`src/include/card_cfg_params.svh`:
```
// Register map, field positions, reset values and timing counts of the slot configuration block
`ifndef CARD_CFG_PARAMS_SVH
`define CARD_CFG_PARAMS_SVH
`define SLOT1_ADDR 7'h01
`define SLOT2_ADDR 7'h02
`define PAGE_CFG 2'h0
`define PAGE_CNT8 2'h1
`define PAGE_CNT_HI 2'h2
`define PAGE_CNT_LO 2'h3
`define BIT_ALT_DET 7
`define BIT_RST_CTL 6
`define BIT_AUX_A 5
`define BIT_AUX_B 4
`define BIT_PD_HI 3
`define CFG1_MASK 8'h7f
`define CFG2_MASK 8'hcf
`define CFG1_RESET 8'h30
`define CFG2_RESET 8'h00
`define CNT8_RESET 8'haa
`define CNT_HI_RESET 8'ha4
`define CNT_LO_RESET 8'h74
`define CLK_PERIOD_NS 40
`define OSC_PERIOD_NS 120
`define OSC_TICK_CYCLES (`OSC_PERIOD_NS / `CLK_PERIOD_NS)
`endif

```
`src/include/card_cfg_pkg.sv`:
```
// Types shared by the slot configuration block
package card_cfg_pkg;
  typedef enum logic [2:0] {
    i2c_idle, i2c_addr, i2c_addr_ack, i2c_wdata, i2c_wdata_ack, i2c_rdata, i2c_rdata_ack
  } i2c_state_t;
  typedef enum logic [1:0] {clk_low, clk_high, clk_osc, clk_div} clk_mode_t;
endpackage

```
`src/core/card_slot_clock_reset_config.sv`:
```
// Paged configuration registers of card slots 1 and 2, reached over a two-wire serial bus
// Contract
// - page field selects config, count8, count high, low
// - slot 1 at address 01h, slot 2 02h
// - slot 2 bit 7 alternate detect, resets 0
// - alternate detect set: interrupt at every power-up
// - synchronous mode: reset bit 1 drives reset high
// - reset bit 0 holds card reset low
// - asynchronous mode: reset follows answer-to-reset hardware
// - slot 1 bit 5 drives/reads auxiliary contact A
// - slot 1 bit 4 drives/reads auxiliary contact B
// - asynchronous power-down: bits 3:2 define card clock
// - synchronous power-down active: upper bit stays 0
// - code 00 parks card clock low
// - code 01 parks card clock high
// - code 10 gives half oscillator frequency
// - code 11 uses divider selection bits
// - asynchronous, no power-down: bits 1:0 set frequency
// - synchronous mode: divider bits read 0
// - divider codes give external /1, /2, /4, /5
// - slot 1 bit 7, slot 2 bits 5:4 reserved
// - power-down select picks power-down or divider bits
// - 8-bit count resets to aah, shared by slots
// - 16-bit count resets a4h/74h, shared by slots
`timescale 1ns/100ps
`include "card_cfg_params.svh"
module card_slot_clock_reset_config (
  input wire logic clk,
  input wire logic nrst,
  input wire logic scl_in,
  input wire logic sda_in,
  output logic sda_out,
  output logic sda_oe,
  input wire logic ext_clk1,
  input wire logic ext_clk2,
  input wire logic [1:0] sync_mode,
  input wire logic [1:0] activation_start,
  input wire logic [1:0] powerdown_select,
  input wire logic [1:0] page_sel1,
  input wire logic [1:0] page_sel2,
  input wire logic [1:0] atr_rst_level,
  input wire logic aux_contact_a_in,
  output logic aux_contact_a_out,
  output logic aux_contact_a_oe,
  input wire logic aux_contact_b_in,
  output logic aux_contact_b_out,
  output logic aux_contact_b_oe,
  output logic [1:0] card_rst,
  output logic [1:0] card_clk,
  output logic alt_detect_switch_cfg,
  output logic detect_cfg_irq,
  output logic [7:0] atr_count_8bit,
  output logic [15:0] atr_count_16bit
);
  // ******************************************************************
  // Pin synchronisers
  // ******************************************************************
  logic [5:0] pin_lvl;
  logic scl_s;
  logic sda_s;
  logic aux_a_s;
  logic aux_b_s;
  logic [1:0] ext_s;
  logic scl_d_r;
  logic sda_d_r;
  logic [1:0] ext_d_r;
  logic [1:0] ext_rise;
  logic scl_rise;
  logic scl_fall;
  logic start_c;
  logic stop_c;

  pin_sync #(.W(6)) u_sync (
    .clk(clk),
    .nrst(nrst),
    .pin({aux_contact_b_in, aux_contact_a_in, ext_clk2, ext_clk1, sda_in, scl_in}),
    .lvl(pin_lvl)
  );

  assign scl_s = pin_lvl[0];
  assign sda_s = pin_lvl[1];
  assign ext_s = pin_lvl[3:2];
  assign aux_a_s = pin_lvl[4];
  assign aux_b_s = pin_lvl[5];

  always_ff @(posedge clk or negedge nrst) begin
    if (!nrst) begin
      scl_d_r <= 1'b1;
      sda_d_r <= 1'b1;
      ext_d_r <= 2'h0;
    end else begin
      scl_d_r <= scl_s;
      sda_d_r <= sda_s;
      ext_d_r <= ext_s;
    end
  end

  assign scl_rise = scl_s & ~scl_d_r;
  assign scl_fall = ~scl_s & scl_d_r;
  assign start_c = scl_s & scl_d_r & sda_d_r & ~sda_s;
  assign stop_c = scl_s & scl_d_r & ~sda_d_r & sda_s;
  assign ext_rise = ext_s & ~ext_d_r;

  // ******************************************************************
  // Register state
  // ******************************************************************
  logic [7:0] cfg_r [0:1];
  logic [7:0] cnt8_r;
  logic [7:0] cnt_hi_r;
  logic [7:0] cnt_lo_r;
  logic pwrup_r;
  logic [1:0] pg [0:1];
  logic [7:0] view [0:1];

  assign pg[0] = page_sel1;
  assign pg[1] = page_sel2;

  function automatic logic [7:0] slot_mask(input logic idx);
    slot_mask = idx ? `CFG2_MASK : `CFG1_MASK;
  endfunction

  function automatic logic addr_hit(input logic [6:0] a);
    addr_hit = (a == `SLOT1_ADDR) || (a == `SLOT2_ADDR);
  endfunction

  // ******************************************************************
  // Serial slave: one register per bus address, every byte of an access goes to that register
  // ******************************************************************
  card_cfg_pkg::i2c_state_t state_r;
  logic [3:0] bit_cnt_r;
  logic [7:0] sh_r;
  logic rw_r;
  logic slot_r;
  logic sda_oe_r;
  logic wr_pulse_r;
  logic [7:0] wr_byte_r;
  logic [7:0] rd_byte;

  assign rd_byte = view[slot_r];
  assign sda_out = 1'b0;
  assign sda_oe = sda_oe_r;

  always_ff @(posedge clk or negedge nrst) begin
    if (!nrst) begin
      state_r <= card_cfg_pkg::i2c_idle;
      bit_cnt_r <= 4'h0;
      sh_r <= 8'h00;
      rw_r <= 1'b0;
      slot_r <= 1'b0;
      sda_oe_r <= 1'b0;
      wr_pulse_r <= 1'b0;
      wr_byte_r <= 8'h00;
    end else begin
      wr_pulse_r <= 1'b0;
      if (start_c) begin
        state_r <= card_cfg_pkg::i2c_addr;
        bit_cnt_r <= 4'h0;
        sda_oe_r <= 1'b0;
      end else if (stop_c) begin
        state_r <= card_cfg_pkg::i2c_idle;
        sda_oe_r <= 1'b0;
      end else begin
        case (state_r)
          card_cfg_pkg::i2c_addr, card_cfg_pkg::i2c_wdata: begin
            if (scl_rise && bit_cnt_r != 4'h8) begin
              sh_r <= {sh_r[6:0], sda_s};
              bit_cnt_r <= bit_cnt_r + 4'h1;
            end else if (scl_fall && bit_cnt_r == 4'h8) begin
              bit_cnt_r <= 4'h0;
              if (state_r == card_cfg_pkg::i2c_wdata) begin
                wr_pulse_r <= 1'b1;
                wr_byte_r <= sh_r;
                sda_oe_r <= 1'b1;
                state_r <= card_cfg_pkg::i2c_wdata_ack;
              end else if (addr_hit(sh_r[7:1])) begin
                rw_r <= sh_r[0];
                slot_r <= (sh_r[7:1] == `SLOT2_ADDR);
                sda_oe_r <= 1'b1;
                state_r <= card_cfg_pkg::i2c_addr_ack;
              end else begin
                // Another device's address: stay off the bus until next start
                state_r <= card_cfg_pkg::i2c_idle;
              end
            end
          end
          card_cfg_pkg::i2c_addr_ack, card_cfg_pkg::i2c_rdata_ack: begin
            if (state_r == card_cfg_pkg::i2c_rdata_ack && scl_rise && sda_s) begin
              state_r <= card_cfg_pkg::i2c_idle;
            end else if (scl_fall) begin
              if (rw_r) begin
                // Read data is captured here, so a page change mid-byte is harmless
                sh_r <= {rd_byte[6:0], 1'b0};
                sda_oe_r <= ~rd_byte[7];
                bit_cnt_r <= 4'h1;
                state_r <= card_cfg_pkg::i2c_rdata;
              end else begin
                sda_oe_r <= 1'b0;
                state_r <= card_cfg_pkg::i2c_wdata;
              end
            end
          end
          card_cfg_pkg::i2c_wdata_ack: begin
            if (scl_fall) begin
              sda_oe_r <= 1'b0;
              state_r <= card_cfg_pkg::i2c_wdata;
            end
          end
          card_cfg_pkg::i2c_rdata: begin
            if (scl_fall) begin
              if (bit_cnt_r == 4'h8) begin
                sda_oe_r <= 1'b0;
                state_r <= card_cfg_pkg::i2c_rdata_ack;
              end else begin
                sda_oe_r <= ~sh_r[7];
                sh_r <= {sh_r[6:0], 1'b0};
                bit_cnt_r <= bit_cnt_r + 4'h1;
              end
            end
          end
          default: state_r <= card_cfg_pkg::i2c_idle;
        endcase
      end
    end
  end

  // ******************************************************************
  // Paged register writes
  // ******************************************************************
  always_ff @(posedge clk or negedge nrst) begin
    if (!nrst) begin
      cfg_r[0] <= `CFG1_RESET;
      cfg_r[1] <= `CFG2_RESET;
      cnt8_r <= `CNT8_RESET;
      cnt_hi_r <= `CNT_HI_RESET;
      cnt_lo_r <= `CNT_LO_RESET;
    end else if (wr_pulse_r) begin
      case (pg[slot_r])
        `PAGE_CFG: begin
          // Reserved positions never store, synchronous mode pins divider to 0
          cfg_r[slot_r] <= (wr_byte_r & slot_mask(slot_r)) &
                           {6'h3f, ~sync_mode[slot_r], ~sync_mode[slot_r]};
        end
        `PAGE_CNT8: cnt8_r <= wr_byte_r;
        `PAGE_CNT_HI: cnt_hi_r <= wr_byte_r;
        `PAGE_CNT_LO: cnt_lo_r <= wr_byte_r;
        default: cnt8_r <= cnt8_r;
      endcase
    end
  end

  // ******************************************************************
  // Read view of each slot's paged register
  // ******************************************************************
  always_comb begin
    for (int i = 0; i < 2; i++) begin
      case (pg[i])
        `PAGE_CFG: begin
          view[i] = cfg_r[i] & slot_mask(1'(i));
          view[i][`BIT_RST_CTL] = sync_mode[i] ? cfg_r[i][`BIT_RST_CTL] : atr_rst_level[i];
          if (i == 0) begin
            view[i][`BIT_AUX_A] = aux_a_s;
            view[i][`BIT_AUX_B] = aux_b_s;
          end
          if (sync_mode[i]) begin
            view[i][1:0] = 2'h0;
            if (powerdown_select[i] && activation_start[i]) begin
              view[i][`BIT_PD_HI] = 1'b0;
            end
          end
        end
        `PAGE_CNT8: view[i] = cnt8_r;
        `PAGE_CNT_HI: view[i] = cnt_hi_r;
        default: view[i] = cnt_lo_r;
      endcase
    end
  end

  // ******************************************************************
  // Card reset lines and auxiliary contacts
  // ******************************************************************
  always_ff @(posedge clk or negedge nrst) begin
    if (!nrst) begin
      card_rst <= 2'h0;
    end else begin
      for (int i = 0; i < 2; i++) begin
        card_rst[i] <= sync_mode[i] ? cfg_r[i][`BIT_RST_CTL] : atr_rst_level[i];
      end
    end
  end

  // Open-drain contacts: a stored 1 releases the line to its pull-up
  assign aux_contact_a_out = 1'b0;
  assign aux_contact_a_oe = ~cfg_r[0][`BIT_AUX_A];
  assign aux_contact_b_out = 1'b0;
  assign aux_contact_b_oe = ~cfg_r[0][`BIT_AUX_B];

  // ******************************************************************
  // Shared counts and alternate detect option
  // ******************************************************************
  assign atr_count_8bit = cnt8_r;
  assign atr_count_16bit = {cnt_hi_r, cnt_lo_r};
  assign alt_detect_switch_cfg = cfg_r[1][`BIT_ALT_DET];

  // The option falls back to 0 on every power-up, so detection logic built
  // for the other switch type always sees one spurious change
  always_ff @(posedge clk or negedge nrst) begin
    if (!nrst) begin
      pwrup_r <= 1'b1;
      detect_cfg_irq <= 1'b0;
    end else begin
      pwrup_r <= 1'b0;
      detect_cfg_irq <= pwrup_r;
    end
  end

  // ******************************************************************
  // Card clock source selection
  // ******************************************************************
  localparam logic [7:0] OSC_LAST = 8'(`OSC_TICK_CYCLES - 1);
  logic [7:0] osc_cnt_r;
  logic osc_tick;
  card_cfg_pkg::clk_mode_t mode [0:1];
  logic [1:0] div_eff [0:1];
  logic [1:0] pd_eff [0:1];

  always_ff @(posedge clk or negedge nrst) begin
    if (!nrst) begin
      osc_cnt_r <= 8'h00;
    end else begin
      osc_cnt_r <= (osc_cnt_r == OSC_LAST) ? 8'h00 : osc_cnt_r + 8'h01;
    end
  end
  assign osc_tick = (osc_cnt_r == OSC_LAST);

  always_comb begin
    for (int i = 0; i < 2; i++) begin
      pd_eff[i] = cfg_r[i][3:2];
      if (sync_mode[i] && activation_start[i]) begin
        pd_eff[i][1] = 1'b0;
      end
      div_eff[i] = sync_mode[i] ? 2'h0 : cfg_r[i][1:0];
      if (powerdown_select[i]) begin
        case (pd_eff[i])
          2'h0: mode[i] = card_cfg_pkg::clk_low;
          2'h1: mode[i] = card_cfg_pkg::clk_high;
          2'h2: mode[i] = card_cfg_pkg::clk_osc;
          default: mode[i] = card_cfg_pkg::clk_div;
        endcase
      end else begin
        mode[i] = card_cfg_pkg::clk_div;
      end
    end
  end

  for (genvar g = 0; g < 2; g++) begin : g_clk
    card_clk_gen u_gen (
      .clk(clk),
      .nrst(nrst),
      .ext_lvl(ext_s[g]),
      .ext_rise(ext_rise[g]),
      .osc_tick(osc_tick),
      .mode(mode[g]),
      .div_sel(div_eff[g]),
      .card_clk(card_clk[g])
    );
  end
endmodule

```
`src/core/pin_sync.sv`:
```
// Two-stage synchroniser for pin inputs
`timescale 1ns/100ps
module pin_sync #(parameter int W = 1) (
  input wire logic clk,
  input wire logic nrst,
  input wire logic [W-1:0] pin,
  output logic [W-1:0] lvl
);
  logic [W-1:0] meta_r;
  always_ff @(posedge clk or negedge nrst) begin
    if (!nrst) begin
      meta_r <= '0;
      lvl <= '0;
    end else begin
      meta_r <= pin;
      lvl <= meta_r;
    end
  end
endmodule

```
`src/core/card_clk_gen.sv`:
```
// Card clock generator with glitch-free source switching
`timescale 1ns/100ps
module card_clk_gen (
  input wire logic clk,
  input wire logic nrst,
  input wire logic ext_lvl,
  input wire logic ext_rise,
  input wire logic osc_tick,
  input wire card_cfg_pkg::clk_mode_t mode,
  input wire logic [1:0] div_sel,
  output logic card_clk
);
  card_cfg_pkg::clk_mode_t act_mode_r;
  logic [1:0] act_div_r;
  logic [2:0] cnt_r;
  logic [2:0] cnt_nxt;
  logic take;
  logic clk_d_r;

  function automatic logic [2:0] div_last(input logic [1:0] s);
    case (s)
      2'h1: div_last = 3'h1;
      2'h2: div_last = 3'h3;
      2'h3: div_last = 3'h4;
      default: div_last = 3'h0;
    endcase
  endfunction

  function automatic logic [2:0] div_high(input logic [1:0] s);
    case (s)
      2'h1: div_high = 3'h1;
      2'h2: div_high = 3'h2;
      2'h3: div_high = 3'h3;
      default: div_high = 3'h1;
    endcase
  endfunction

  // A new source is taken only after the pin has been low for two cycles, or
  // while it is parked high, and for the oscillator or divider only on that
  // source's own edge, so a low phase that has just begun is never cut into a runt pulse
  always_comb begin
    take = ((mode != act_mode_r) || (div_sel != act_div_r)) &&
           ((!card_clk && !clk_d_r) || act_mode_r == card_cfg_pkg::clk_high) &&
           (mode == card_cfg_pkg::clk_div ? ext_rise :
            mode == card_cfg_pkg::clk_osc ? osc_tick : 1'b1);
    cnt_nxt = (cnt_r >= div_last(act_div_r)) ? 3'h0 : cnt_r + 3'h1;
  end

  always_ff @(posedge clk or negedge nrst) begin
    if (!nrst) begin
      clk_d_r <= 1'b0;
    end else begin
      clk_d_r <= card_clk;
    end
  end

  always_ff @(posedge clk or negedge nrst) begin
    if (!nrst) begin
      act_mode_r <= card_cfg_pkg::clk_low;
      act_div_r <= 2'h0;
      cnt_r <= 3'h0;
      card_clk <= 1'b0;
    end else if (take) begin
      act_mode_r <= mode;
      act_div_r <= div_sel;
      cnt_r <= 3'h0;
      card_clk <= (mode != card_cfg_pkg::clk_low);
    end else begin
      case (act_mode_r)
        card_cfg_pkg::clk_low: card_clk <= 1'b0;
        card_cfg_pkg::clk_high: card_clk <= 1'b1;
        card_cfg_pkg::clk_osc: if (osc_tick) card_clk <= ~card_clk;
        card_cfg_pkg::clk_div: begin
          if (act_div_r == 2'h0) begin
            card_clk <= ext_lvl;
          end else if (ext_rise) begin
            cnt_r <= cnt_nxt;
            card_clk <= (cnt_nxt < div_high(act_div_r));
          end
        end
        default: card_clk <= 1'b0;
      endcase
    end
  end
endmodule

```
`config.mk`:
```
export PLATFORM = sky130hd
export DESIGN_NAME = card_slot_clock_reset_config
export DESIGN_NICKNAME = d
export VERILOG_FILES = /design/src/include/card_cfg_pkg.sv /design/src/core/card_slot_clock_reset_config.sv /design/src/core/pin_sync.sv /design/src/core/card_clk_gen.sv
export VERILOG_INCLUDE_DIRS = /design/src /design/src/include
export SDC_FILE = /design/constraint.sdc
export NUM_CORES = 1
export LEC_CHECK = 0
export BUFFER_PORTS_ARGS = -buffer_cell sky130_fd_sc_hd__buf_2
export CORE_MARGIN = 2
export CORE_UTILIZATION = 60
export DETAILED_ROUTE_END_ITERATION = 8
export PLACE_DENSITY_LB_ADDON = 0.12
export SYNTH_ARGS = -nofsm -noshare
export SYNTH_HDL_FRONTEND = slang
export SYNTH_SLANG_ARGS = --single-unit
```
`constraint.sdc`:
```
create_clock -name clk -period 6.4 [get_ports clk]
set_input_delay 1.6 -clock clk [delete_from_list [all_inputs] [get_ports clk]]
set_output_delay 1.6 -clock clk [all_outputs]
set_load 0.05 [all_outputs]
```
==> impl_metrics.py <==
metrics = {
    "final_layout": {
        "num_antenna_cells": 0,
        "nets": 665,
        "stdcell_count": 763,
        "ff_latch_area_um2": 2773,
        "n_fill_cell": 807,
        "multi_input_area_um2": 2983,
        "area_growth_pct": 9.407,
        "drive_gt1_share_pct": 24.13,
    },
    "worst_setup_path": {
        "crit_chain": "buf_2, and3b_1, a22oi_1, a211oi_1, a211o_1, a21oi_4, mux2_4",
        "crit_required_ns": 6.66,
        "r2r-start": "g_clk[1].u_gen.act_div_r[1]$_DFFE_PN0P_",
        "crit_slowest_cell": "a211o_1",
        "worst-setup-path-type": "input pin to register",
        "worstSetupEndpointType": "register",
        "crit_path_end": "g_clk[1].u_gen.act_div_r[0]$_DFFE_PN0P_",
        "cp-start-kind": "input pin",
        "crit_start": "sync_mode[1]",
        "r2r_cells": 13,
        "path_max_fanout": 9,
        "r2r_slack_ns": 3.43,
        "regToRegEndpoint": "g_clk[1].u_gen.card_clk$_DFFE_PN0P_",
        "max_stage_delay_ns": 0.36,
        "cp_data_arrival_time_ns": 3.33,
    },
    "place": {
        "place_hpwl_um": 9129,
        "io_buffer_count": 52,
        "dp.cells": 747,
        "post-place-ws_ns": 2.950,
        "place.gp.congestion": 0.8955,
    },
    "clock_network": {
        "clock_sinks": 110,
        "postCtsSetupBuffers": 0,
        "cts_resized": 0,
        "clkSlewWorstSetupHoldPaths_ns": 0.10,
        "numCtsBuffers": 9,
        "cts_root_buf": "clkbuf_8",
        "clock_latency_ns": 0.38,
        "cts.htree.levels": 3,
        "postCtsHoldBufs": 0,
        "cts_tree": "built",
        "cts_buffer_depth": 2,
    },
    "global_route": {
        "grt_pass1_vias": 4437,
        "grt_overflow": 0,
        "antenna_found_initial": 0,
        "grt_use_total_pct": 24.43,
        "grt_max_degree": 63,
        "grt_pass1_wl_um": 21240,
    },
    "flow_run": {
        "max-cap-violations": 0,
    },
    "synthesis": {
        "post_synth.cell_area_avg_um2": 10.26,
        "synthSimpleGateAreaFrac_pct": 16.53,
        "syn_inst": 582,
        "ys_types": 69,
        "synthMostInstantiatedCell": "dfrtp_1",
        "synth_top_family_by_area": "simple AND/OR/NAND/NOR gates",
        "synth-seq-area-share_pct": 46.43,
        "muxShareOfSynthArea_pct": 13.32,
        "ys_seq_elements": 110,
        "synth.area.top_cells": "dfrtp_1 (39%), dfstp_2 (7.0%), mux2_2 (6.8%), nand2_1 (5.7%), mux4_2 (4.5%)",
        "synth_compound_area_share_pct": 13.89,
        "synth_top_area_share_pct": 39.39,
        "async_reset_ff_share_pct": 100.0,
        "synthTopCellsByCount": "dfrtp_1 (94), nand2_1 (90), nor2_1 (40), o21ai_0 (38), mux2_2 (36)",
        "ys_dominant_reg_cell": "dfrtp_1",
        "synth_edf_count": 0,
        "synth_xor_area_share_pct": 1.760,
        "synth_top_area_cell": "dfrtp_1",
        "yosysWarnings": 0,
        "synthAdderAreaFrac_pct": 4.190,
        "syn-cell-area_um2": 5972,
    },
    "route": {
        "ant_nets": 0,
        "via_per_inst": 5.856,
        "drtIter0Drc": 183,
        "detail_route.wirelength_um": 12380,
        "vias": 4468,
        "drc_errors": 0,
        "wl_per_cell_um": 16.22,
        "first_pass_iters": 5,
    },
    "floorplanning": {
        "die_area_um2": 10770,
        "ioPinCount": 56,
        "initial_core_util_pct": 61.38,
        "die_h_um": 103.8,
        "core_um2": 9729,
        "die_x_um": 103.8,
        "rows": 36,
    },
    "pwr": {
        "power.leakage_nw": 3.087,
        "p_total_w": 0.001825,
        "vdd_drop_max_mv": 0.2311,
        "powerDensity_nw_per_um2": 279.3,
    },
    "hold_path": {
        "worstHoldPathType": "register to register",
    },
    "status": {
        "outcome": "completed",
    },
    "sta": {
        "worst_pin_slew_ns": 1.013,
        "hold_viol": 0,
        "relSlewSlack_pct": 31.56,
        "min_period_ns": 3.065,
        "drv_slew": 0,
        "layout_setup_ws_ns": 3.335,
        "fmax_ghz": 0.3263,
        "fin_tns_setup_ns": 0,
        "setup_viol": 0,
        "grt_setup_unrepaired": "no",
        "fin_crit_sh_pct": 47.88,
        "fin_skew_ns": 0.008740,
    },
}
==> flip-flops by register name (all words and copies together), names as in the netlist, 2 cells and up <==
| signal | flops |
|---|---|
| wr_byte_r | 8 |
| g_clk.u_gen.cnt_r | 6 |
| cnt_hi_r | 8 |
| g_clk.u_gen.act_div_r | 4 |
| cfg_r | 12 |
| state_r | 3 |
| osc_cnt_r | 8 |
| card_rst | 2 |
| sh_r | 8 |
| atr_count_8bit | 8 |
| ext_d_r | 2 |
| bit_cnt_r | 4 |
| g_clk.u_gen.clk_d_r | 2 |
| g_clk.u_gen.act_mode_r | 4 |
| cnt_lo_r | 8 |
| u_sync.lvl | 6 |
| u_sync.meta_r | 6 |
| g_clk.u_gen.card_clk | 2 |
==> power by group <==
part	switching, W	internal (W)	total, W
registers	0.0000965	0.000766	0.000862
logic	0.000304	0.000189	0.000493
clock network	0.000236	0.000234	0.000470
total	0.000636	0.00119	0.00183
==> layout make-up <==
cell class                 count  area share, %
clock inverter                 6          1.398
sequential                   110          42.44
timing repair buffer          53          4.136
clock buffer                  10          2.106
inverter                      30          1.723
multi-input combinational    421          45.65
tap                          133          2.547
==> worst max-delay path, delay by kind of cell <==
kind	cells	cell delay [ns]
AO/OA/AOI/OAI	4	1.03
buffers and inverters	1	0.17
multiplexers	1	0.33
AND/OR/NAND/NOR	1	0.19
==> worst min-delay path by stage <==
stage / cells after the start / from / endpoint
after floorplan: 0 / u_sync.meta_r[0]$_DFF_PN0_ / u_sync.lvl[0]$_DFF_PN0_
after global placement: 0 / u_sync.meta_r[2]$_DFF_PN0_ / u_sync.lvl[2]$_DFF_PN0_
after detailed placement: 0 / u_sync.meta_r[5]$_DFF_PN0_ / u_sync.lvl[5]$_DFF_PN0_
after CTS: 0 / u_sync.meta_r[5]$_DFF_PN0_ / u_sync.lvl[5]$_DFF_PN0_
after global routing: 0 / u_sync.meta_r[2]$_DFF_PN0_ / u_sync.lvl[2]$_DFF_PN0_
final: 0 / u_sync.meta_r[5]$_DFF_PN0_ / u_sync.lvl[5]$_DFF_PN0_
==> cells in the final DEF (no fill, tap or decap), types with 13 or more instances in the layout <==
cell type	instances
dfstp_2	16
o21ai_0	38
dfrtp_1	94
ha_1	20
mux2_2	36
inv_1	29
nand2_1	90
a21oi_1	21
buf_2	51
nand2b_1	13
nor2_1	40
==> per-layer routing <==
metal	up-vias	track usage [%]	part of all wire (%)
li1	2144	-	-
met1	2156	32.41	44
met2	143	40.21	49
met3	25	4.783	5.4
met4	0	9.073	2.1
met5	-	0	0
==> logic make-up after synthesis <==
kind of cell / Yosys count
and+or+nand+nor: 203
AOI/OAI and AO/OA: 123
DFF: 110
muxes: 59
buffers and inverters: 54
adders and majority gates: 20
xor gates and xnor gates: 12
other: 1
==> through the flow <==
| stage | area (µm²) | utilization, % | hold slack (ns) |
|---|---|---|---|
| global placement | 6305 | 64.80 | 0.3324 |
| global route | 6534 | 67.16 | 0.3663 |
| detailed placement | 6305 | 64.80 | 0.3347 |
| CTS | 6534 | 67.16 | 0.3580 |
| floorplan | 5983 | - | 0.3312 |
| finish | 6534 | 67.16 | 0.3554 |
Note: power is estimated with default switching activity, not from simulation.
